==> config.mk <==
export PLATFORM = sky130hd
export DESIGN_NAME = psict_host_flat
export DESIGN_NICKNAME = d
export VERILOG_FILES = /design/src/hdl/psict_pkg.sv /design/src/hdl/psict_if.sv /design/src/hdl/psict_host.sv /design/src/flat_wrapper.sv
export SDC_FILE = /design/constraint.sdc
export NUM_CORES = 1
export LEC_CHECK = 0
export ABC_AREA = 1
export BUFFER_PORTS_ARGS = -buffer_cell sky130_fd_sc_hd__clkbuf_2
export CORE_MARGIN = 1
export CORE_UTILIZATION = 54
export DETAILED_ROUTE_END_ITERATION = 10
export PLACE_DENSITY = 0.82
export SLEW_MARGIN = 10
export SYNTH_ARGS = -nofsm -noshare
export SYNTH_HDL_FRONTEND = slang
export SYNTH_SLANG_ARGS = --single-unit
==> constraint.sdc <==
create_clock -name clock -period 2.4 [get_ports clock]
set_clock_uncertainty 0.1 [all_clocks]
set_input_delay 0.36 -clock clock [delete_from_list [all_inputs] [get_ports clock]]
set_output_delay 0.36 -clock clock [all_outputs]
set_load 0.1 [all_outputs]
==> src/hdl/psict_pkg.sv <==
// Shared constants for the sparse I/O and configuration address translator
package psict_pkg;

  // ****************************************
  // Host address decode
  // ****************************************
  localparam int ADDR_W = 40;
  localparam logic [8:0] SEG_IO_TOP = 9'h10B;
  localparam logic [10:0] SEG_CFG_TOP = 11'h438;
  localparam logic [4:0] REGION_A = 5'h16;
  localparam logic [4:0] REGION_B = 5'h17;

  // ****************************************
  // Bus commands and encodings
  // ****************************************
  localparam logic [3:0] CMD_NONE = 4'h0;
  localparam logic [3:0] CMD_IO_RD = 4'h2;
  localparam logic [3:0] CMD_IO_WR = 4'h3;
  localparam logic [3:0] CMD_CFG_RD = 4'hA;
  localparam logic [3:0] CMD_CFG_WR = 4'hB;
  localparam logic [3:0] LANES_QUAD = 4'hF;
  localparam logic [3:0] BE_NONE = 4'hF;
  localparam logic [1:0] CFG_TYPE0 = 2'h0;
  localparam logic [1:0] CFG_TYPE1 = 2'h1;
  localparam logic [4:0] IDSEL_LAST = 5'h14;
  localparam int IDSEL_W = 21;

  // ****************************************
  // Device registers behind the link
  // ****************************************
  localparam logic REG_SEL_RELOC = 1'b0;
  localparam logic REG_SEL_CFG = 1'b1;
  localparam int RELOC_LSB = 25;
  localparam logic [6:0] RELOC_RST = 7'h00;
  localparam logic [1:0] CFG_RST = 2'h0;

  // ****************************************
  // Controller registers on Wishbone
  // ****************************************
  localparam logic [7:0] WB_ADDR_LO = 8'h00;
  localparam logic [7:0] WB_ADDR_HI = 8'h04;
  localparam logic [7:0] WB_CTRL = 8'h08;
  localparam logic [7:0] WB_RELOC = 8'h0C;
  localparam logic [7:0] WB_CFG = 8'h10;
  localparam logic [7:0] WB_STATUS = 8'h14;
  localparam logic [7:0] WB_RES_AD = 8'h18;
  localparam logic [7:0] WB_RES_INFO = 8'h1C;
  localparam logic [7:0] WB_RES_IDSEL = 8'h20;
  localparam int CTRL_GO = 0;
  localparam int CTRL_WRITE = 1;
  localparam int CTRL_FILL_EN = 2;
  localparam int CTRL_QUAD_OP = 3;
  localparam int ST_W = 9;
  localparam logic [ST_W-1:0] ST_RST = 9'h000;
  localparam int ST_BUSY = 0;
  localparam int ST_DONE = 1;
  localparam int ST_CFG_SET = 2;
  localparam int ST_E_RSVD = 3;
  localparam int ST_E_UNSET = 4;
  localparam int ST_E_QALIGN = 5;
  localparam int ST_E_RDLOW = 6;
  localparam int ST_E_ENC = 7;
  localparam int ST_E_FILL = 8;

endpackage

==> src/hdl/psict_if.sv <==
// Link between the translator and its host-side controller
`timescale 1ns/1ps
interface psict_if;
  // Host request
  logic reqStb;
  logic reqWrite;
  logic [39:0] reqAddr;
  // Device register write
  logic regStb;
  logic regSel;
  logic [31:0] regData;
  // Translated bus cycle
  logic rspStb;
  logic rspHit;
  logic rspLanesOk;
  logic rspQuad;
  logic [3:0] rspCmd;
  logic [31:0] rspAd;
  logic [3:0] rspBeN;
  logic [20:0] rspIdsel;

  modport dev (
    input reqStb, reqWrite, reqAddr, regStb, regSel, regData,
    output rspStb, rspHit, rspLanesOk, rspQuad, rspCmd, rspAd, rspBeN, rspIdsel
  );
  modport host (
    output reqStb, reqWrite, reqAddr, regStb, regSel, regData,
    input rspStb, rspHit, rspLanesOk, rspQuad, rspCmd, rspAd, rspBeN, rspIdsel
  );
endinterface

==> src/hdl/psict_host.sv <==
// Controller end: Wishbone registers that issue and check translated references
//
// Decided for this implementation: register access over Wishbone and the address map.
`timescale 1ns/1ps
module psict_host (
  // Clock and reset
  input wire logic clock,
  input wire logic rst_n,
  // Wishbone slave
  input wire logic wb_cyc_i,
  input wire logic wb_stb_i,
  input wire logic wb_we_i,
  input wire logic [7:0] wb_adr_i,
  input wire logic [31:0] wb_dat_i,
  input wire logic [3:0] wb_sel_i,
  output logic [31:0] wb_dat_o,
  output logic wb_ack_o,
  // Link to the translator
  psict_if.host link
);

  typedef enum logic [2:0] {
    HS_IDLE = 3'b001,
    HS_ISSUE = 3'b010,
    HS_WAIT = 3'b100
  } psict_hstate_t;

  typedef struct packed {
    psict_hstate_t fsm;
    logic ack;
    logic [31:0] dat;
    logic [39:0] addr;
    logic [3:0] ctrl;
    logic [8:0] status;
    logic reqStb;
    logic regStb;
    logic regSel;
    logic [31:0] regData;
    logic [31:0] resAd;
    logic [31:0] resInfo;
    logic [20:0] resIdsel;
  } psict_host_state_t;

  psict_host_state_t st_ff;
  psict_host_state_t nxt_st;

  logic access;
  logic doWrite;
  logic [31:0] wdat;
  logic [31:0] rdMux;
  logic [8:0] setBits;
  logic [8:0] clrBits;
  logic inIo;
  logic inCfg;
  logic quadEnc;
  logic encOk;
  logic typ0Hit;
  logic bridgeHit;
  logic cfgRd;

  always_comb
  begin
    access = wb_cyc_i && wb_stb_i;
    // Writes land on the edge at which the master sees ack
    doWrite = access && wb_we_i && st_ff.ack;
    wdat = 32'h00000000;
    for (int i = 0; i < 4; i++)
    begin
      wdat[i*8 +: 8] = wb_sel_i[i] ? wb_dat_i[i*8 +: 8] : 8'h00;
    end
    inIo = (st_ff.addr[39:31] == psict_pkg::SEG_IO_TOP);
    inCfg = (st_ff.addr[39:29] == psict_pkg::SEG_CFG_TOP);
    quadEnc = (st_ff.addr[6:3] == psict_pkg::LANES_QUAD);
    case (st_ff.addr[6:3])
      4'b0000, 4'b0100, 4'b1000, 4'b1100, 4'b0001, 4'b0101, 4'b1001, 4'b0110,
      4'b0010, 4'b0011, 4'b1111: encOk = 1'b1;
      default: encOk = 1'b0;
    endcase
    typ0Hit = (link.rspCmd[3:1] == 3'h5) && (link.rspAd[1:0] == 2'h0) &&
              (link.rspIdsel != 21'h000000); // [RQ15]
    bridgeHit = (link.rspCmd[3:1] == 3'h5) && (link.rspAd[1:0] == 2'h1); // [RQ18]
    cfgRd = (link.rspCmd == psict_pkg::CMD_CFG_RD);
    case (wb_adr_i)
      psict_pkg::WB_ADDR_LO: rdMux = st_ff.addr[31:0];
      psict_pkg::WB_ADDR_HI: rdMux = {24'h000000, st_ff.addr[39:32]};
      psict_pkg::WB_CTRL: rdMux = {28'h0000000, st_ff.ctrl};
      psict_pkg::WB_STATUS: rdMux = {23'h000000, st_ff.status};
      psict_pkg::WB_RES_AD: rdMux = st_ff.resAd;
      psict_pkg::WB_RES_INFO: rdMux = st_ff.resInfo;
      psict_pkg::WB_RES_IDSEL: rdMux = {11'h000, st_ff.resIdsel};
      default: rdMux = 32'h00000000;
    endcase
  end

  always_comb
  begin
    nxt_st = st_ff;
    setBits = 9'h000;
    clrBits = 9'h000;
    nxt_st.ack = access && !st_ff.ack;
    if (access && !st_ff.ack)
    begin
      nxt_st.dat = rdMux;
    end
    nxt_st.reqStb = 1'b0;
    nxt_st.regStb = 1'b0;
    if (doWrite)
    begin
      case (wb_adr_i)
        psict_pkg::WB_ADDR_LO: nxt_st.addr[31:0] = wdat;
        psict_pkg::WB_ADDR_HI: nxt_st.addr[39:32] = wdat[7:0];
        psict_pkg::WB_CTRL: nxt_st.ctrl[3:1] = wdat[3:1];
        psict_pkg::WB_RELOC:
        begin
          nxt_st.regStb = 1'b1;
          nxt_st.regSel = psict_pkg::REG_SEL_RELOC;
          nxt_st.regData = wdat;
        end
        psict_pkg::WB_CFG:
        begin
          // Reserved types are refused and never reach the translator
          if (wdat[1])
          begin
            setBits[psict_pkg::ST_E_RSVD] = 1'b1; // [RQ10]
          end
          else
          begin
            nxt_st.regStb = 1'b1;
            nxt_st.regSel = psict_pkg::REG_SEL_CFG;
            nxt_st.regData = wdat;
            setBits[psict_pkg::ST_CFG_SET] = 1'b1; // [RQ11]
          end
        end
        psict_pkg::WB_STATUS: clrBits = wdat[8:0] & 9'h1F8;
        default: nxt_st.dat = nxt_st.dat;
      endcase
    end
    case (st_ff.fsm)
      HS_IDLE:
      begin
        if (doWrite && (wb_adr_i == psict_pkg::WB_CTRL) && wdat[psict_pkg::CTRL_GO])
        begin
          if (inCfg && !st_ff.status[psict_pkg::ST_CFG_SET])
          begin
            setBits[psict_pkg::ST_E_UNSET] = 1'b1; // [RQ11]
          end
          else if (!encOk || (quadEnc != wdat[psict_pkg::CTRL_QUAD_OP]))
          begin
            setBits[psict_pkg::ST_E_ENC] = 1'b1; // [RQ7]
          end
          else if (inCfg && quadEnc && st_ff.addr[7])
          begin
            setBits[psict_pkg::ST_E_QALIGN] = 1'b1; // [RQ17]
          end
          else if (inIo && !wdat[psict_pkg::CTRL_WRITE] && (st_ff.addr[2:0] != 3'h0))
          begin
            setBits[psict_pkg::ST_E_RDLOW] = 1'b1; // [RQ20]
          end
          else
          begin
            nxt_st.fsm = HS_ISSUE;
            nxt_st.reqStb = 1'b1;
            setBits[psict_pkg::ST_BUSY] = 1'b1;
            clrBits[psict_pkg::ST_DONE] = 1'b1;
          end
        end
      end
      HS_ISSUE: nxt_st.fsm = HS_WAIT;
      HS_WAIT:
      begin
        if (link.rspStb)
        begin
          nxt_st.fsm = HS_IDLE;
          nxt_st.resAd = link.rspAd;
          nxt_st.resIdsel = link.rspIdsel;
          // Target fields: bridge bus, device, function, doubleword, then hit flags
          nxt_st.resInfo = {link.rspAd[23:16], link.rspAd[15:11], link.rspAd[10:8],
                            link.rspAd[7:2], 2'b00, bridgeHit, typ0Hit, link.rspQuad,
                            link.rspLanesOk, link.rspBeN}; // [RQ16] [RQ18]
          clrBits[psict_pkg::ST_BUSY] = 1'b1;
          setBits[psict_pkg::ST_DONE] = 1'b1;
          // A probe that nobody answers reads floating data
          if (cfgRd && !typ0Hit && !bridgeHit && st_ff.ctrl[psict_pkg::CTRL_FILL_EN])
          begin
            setBits[psict_pkg::ST_E_FILL] = 1'b1; // [RQ19]
          end
        end
      end
      default: nxt_st.fsm = HS_IDLE;
    endcase
    nxt_st.ctrl[psict_pkg::CTRL_GO] = nxt_st.fsm != HS_IDLE;
    // Set wins over a clear in the same cycle
    nxt_st.status = (st_ff.status & ~clrBits) | setBits;
  end

  always_ff @(posedge clock)
  begin
    if (!rst_n)
    begin
      st_ff <= '{
        fsm: HS_IDLE,
        ack: 1'b0,
        dat: 32'h00000000,
        addr: 40'h0000000000,
        ctrl: 4'h0,
        status: psict_pkg::ST_RST,
        reqStb: 1'b0,
        regStb: 1'b0,
        regSel: 1'b0,
        regData: 32'h00000000,
        resAd: 32'h00000000,
        resInfo: 32'h00000000,
        resIdsel: 21'h000000
      };
    end
    else
    begin
      st_ff <= nxt_st;
    end
  end

  assign wb_dat_o = st_ff.dat;
  assign wb_ack_o = st_ff.ack;
  assign link.reqStb = st_ff.reqStb;
  assign link.reqWrite = st_ff.ctrl[psict_pkg::CTRL_WRITE];
  assign link.reqAddr = st_ff.addr;
  assign link.regStb = st_ff.regStb;
  assign link.regSel = st_ff.regSel;
  assign link.regData = st_ff.regData;

endmodule

==> src/flat_wrapper.sv <==
// flat-port wrapper written by rule: the top's interface ports become plain ports
module psict_host_flat 
  (clock, rst_n, wb_cyc_i, wb_stb_i, wb_we_i, wb_adr_i, wb_dat_i, wb_sel_i, wb_dat_o, wb_ack_o, link_reqStb, link_reqWrite, link_reqAddr, link_regStb, link_regSel, link_regData, link_rspStb, link_rspHit, link_rspLanesOk, link_rspQuad, link_rspCmd, link_rspAd, link_rspBeN, link_rspIdsel);
  psict_if link_i ();
  input wire logic clock;
  input wire logic rst_n;
  input wire logic wb_cyc_i;
  input wire logic wb_stb_i;
  input wire logic wb_we_i;
  input wire logic [7:0] wb_adr_i;
  input wire logic [31:0] wb_dat_i;
  input wire logic [3:0] wb_sel_i;
  output logic [31:0] wb_dat_o;
  output logic wb_ack_o;
  output wire logic [$bits(link_i.reqStb)-1:0] link_reqStb;
  output wire logic [$bits(link_i.reqWrite)-1:0] link_reqWrite;
  output wire logic [$bits(link_i.reqAddr)-1:0] link_reqAddr;
  output wire logic [$bits(link_i.regStb)-1:0] link_regStb;
  output wire logic [$bits(link_i.regSel)-1:0] link_regSel;
  output wire logic [$bits(link_i.regData)-1:0] link_regData;
  input wire logic [$bits(link_i.rspStb)-1:0] link_rspStb;
  input wire logic [$bits(link_i.rspHit)-1:0] link_rspHit;
  input wire logic [$bits(link_i.rspLanesOk)-1:0] link_rspLanesOk;
  input wire logic [$bits(link_i.rspQuad)-1:0] link_rspQuad;
  input wire logic [$bits(link_i.rspCmd)-1:0] link_rspCmd;
  input wire logic [$bits(link_i.rspAd)-1:0] link_rspAd;
  input wire logic [$bits(link_i.rspBeN)-1:0] link_rspBeN;
  input wire logic [$bits(link_i.rspIdsel)-1:0] link_rspIdsel;
  assign link_reqStb = link_i.reqStb;
  assign link_reqWrite = link_i.reqWrite;
  assign link_reqAddr = link_i.reqAddr;
  assign link_regStb = link_i.regStb;
  assign link_regSel = link_i.regSel;
  assign link_regData = link_i.regData;
  assign link_i.rspStb = link_rspStb;
  assign link_i.rspHit = link_rspHit;
  assign link_i.rspLanesOk = link_rspLanesOk;
  assign link_i.rspQuad = link_rspQuad;
  assign link_i.rspCmd = link_rspCmd;
  assign link_i.rspAd = link_rspAd;
  assign link_i.rspBeN = link_rspBeN;
  assign link_i.rspIdsel = link_rspIdsel;
  psict_host u_core (.clock(clock), .rst_n(rst_n), .wb_cyc_i(wb_cyc_i), .wb_stb_i(wb_stb_i), .wb_we_i(wb_we_i), .wb_adr_i(wb_adr_i), .wb_dat_i(wb_dat_i), .wb_sel_i(wb_sel_i), .wb_dat_o(wb_dat_o), .wb_ack_o(wb_ack_o), .link(link_i));
endmodule
==> summary.md <==
| Metric | Value |
|---|---|
| First-pass DRT Iterations | `5` |
| Status | `finished clean` |
| Skew-Pair Late Insertion Delay | `440 ps` |
| Hold Buf Count CTS | `0` |
| CP Launch Type | `flop` |
| Fin crit period | `1980 ps` |
| Sequential area share after synthesis | `0.419` |
| Final worst-path cycle share | `0.824` |
| DRC viols | `0` |
| Setup TNS | `0 ps` |
| First-pass GRT wire length | `~39000 um` |
| Total grt overflow | `0` |
| Headroom to the max-slew limit | `0.498` |
| Syn Nets | `1357` |
| Setup Crit Path Kind | `reg2out` |
| Clock transition at path regs | `60 ps` |
| PortBufs | `221` |
| Synth Area in Simple Gates | `0.252` |
| Iteration-0 DRC Markers | `between 800 and 900` |
| Vias in the first global route | `7660` |
| Diode count | `0` |
| Clock tree buffer depth | `2` |
| RePlAce Congestion | `between 0.9 and 1` |
| Total CTS buffers | `17` |
| Setup crit end kind | `output port` |
| Crit-path leading delay family | `flip-flops` |
| Yosys reg bits | `186` |
| CP arrival | `1520 ps` |
| Area share of the largest cell type after synthesis | `0.419` |
| Core Area | `16000 sq um` |
| Routed vias | `8505` |
| Area growth, synth to finish | `11.2%` |
| Worst EP required | `around 1900 ps` |
| Final WL | `25400 um` |
| I/O pin cnt | `223` |
| Worst min-delay path class | `in2reg` |
| Largest family of logic cells by synthesized area | `simple AND/OR/NAND/NOR gates` |
| Drt via density | `5.46` |
| Fin nets | `1448` |
| HPWL Detailed | `~19000 um` |
| Total Power | `6.10 mW` |
| Synthesized area | `around 9000 sq um` |
| FF+latch area | `3720 sq um` |
| Layout cell share with drive strength beyond 1 | `0.227` |
| Max Cap Viol | `0` |
| Die Y | `130 um` |
| All-Layer GR Usage | `0.301` |
| Worst Path Max Fanout | `4` |
| RSZ-0062 raised after global routing | `no` |
| Area of the multi-input gates | `3620 sq um` |
| CTS sink count | `between 150 and 200` |
| Commonest non-fill, non-tap cell in the layout | `nand2_1` |
| H-tree levels | `4` |
| Warnings from Yosys | `0` |
| Synth area leaders | `dfxtp_1, nand2_1, buf_4` |
| Leakage power | `4.44 nW` |
| Most frequent cells in the layout | `nand2_1, clkbuf_2, dfxtp_1` |
| Mapped Cells | `1242` |
| Post-CTS setup buffer count | `0` |
| Area share of xor/xnor cells in the synthesized design | `0` |
| Post-synth top area cell | `dfxtp_1` |
| CP Cell Sequence | `clkbuf_2` |
| Least-Margin Pin Slew | `between 700 and 800 ps` |
| Synth unique cells | `31` |
| FILL cells | `1478` |
| Initial Utilization | `0.555` |
| Power Dens Cells | `617 nW/um^2` |
| Final Hold Viols | `0` |
| Initial antenna violation count | `0` |
| Mux contribution to synthesized area | `0` |
| Clock root buffer | `clkbuf_16` |
| Worst path buffer plus inverter count | `1` |
| Detail Route Antenna Nets | `0` |
| CTS tree | `done` |
| Synth Area in Adders | `0.00141` |
| Peak VDD IR | `0.555 mV` |
| Worst path max stage delay | `around 550 ps` |
| Max-slew violations | `0` |
| Synth Area per Inst | `7.15 sq um` |
| # setup viols final | `0` |
| CP max stage cell | `dfxtp_1` |
| Die area | `17000 sq um` |
| Largest net degree at the start of global routing | `48` |
| CTS resizes | `0` |
| DR WL/cell | `16.3 um` |
| Fmax | `approximately 510 MHz` |
| FP Rows | `46` |
| Die X | `130 um` |
| Compound-Gate Fraction of Synth Area | `0.153` |
==> kinds of logic (layout without fill, tap and decap cells) <==
logic type / Yosys count / after routing
compound gates: 253 / 253
flops: 186 / 186
buf+inv: 287 / 386
fa+ha+maj: 1 / 1
simple gates: 515 / 515
==> layout make-up <==
class	instances	area share
flip-flops and latches	186	0.377
multi-input cells	769	0.366
repair buffers	245	0.131
clock buffers	23	0.0474
inverters	114	0.0433
well taps	216	0.0274
clock inverters	4	0.00709
==> cells in the mapped netlist, drive strengths merged <==
library cell,n
clkbuf,31
nand4,30
nand3,114
o211ai,6
nor2,109
dfxtp,186
inv,113
nand2,253
buf,142
nor3,6
a21oi,104
clkinv,1
o21ai,131
o22ai,6
nand3b,1
a211oi,6
ha,1
nor4,1
or2,1
==> through the flow <==
step	std cells	util	setup WS (ps)	hold WS, ps	instance area [sq um]
6_report	1557	0.617	421	43.6	9880
5_1_grt	1557	0.617	273	56.2	9880
4_1_cts	1557	0.617	432	40.2	9880
3_5_place_dp	1530	0.584	236	338	9340
3_3_place_gp	1530	0.584	284	331	9340
2_1_floorplan	1242	-	198	319	8890
==> state kept, by name (all words and copies together), names as in the netlist <==
name	count
u_core.link.regStb	1
u_core.link.reqStb	1
u_core.st_ff	76
u_core.link.reqWrite	1
u_core.link.regSel	1
u_core.wb_ack_o	1
u_core.encOk	1
u_core.wb_dat_o	32
u_core.link.regData	32
u_core.link.reqAddr	40
==> routing by layer <==
metal  global-route usage  vias to the layer above  share of wire
met5                    0                        -              0
met4                0.154                        0          0.035
met3               0.0463                       65          0.075
met2                0.512                      430           0.49
met1                0.368                     3892           0.41
li1                     -                     4118              -
==> power by group <==
group | total [mW] | leakage [nW] | internal, mW | switching, mW
registers | 3.09 | 1.50 | 3.09 | 0.000710
logic | 0.332 | 2.68 | 0.106 | 0.226
clock network | 2.68 | 0.265 | 1.56 | 1.12
total | 6.10 | 4.44 | 4.75 | 1.35
==> path summary, 6_finish.rpt <==
path	to	cells past startpoint	slack, ps	startpoint
worst max-delay path	link_reqAddr[29]	1	420	u_core.link.reqAddr[29]
worst min register to register	u_core.st_ff[22]	2	350	u_core.st_ff[22]
worst min-delay path	u_core.st_ff[22]	3	40	link_rspBeN[1]
worst max register to register	u_core.encOk	10	460	u_core.wb_ack_o
Note: power is estimated with default switching activity, not from simulation.
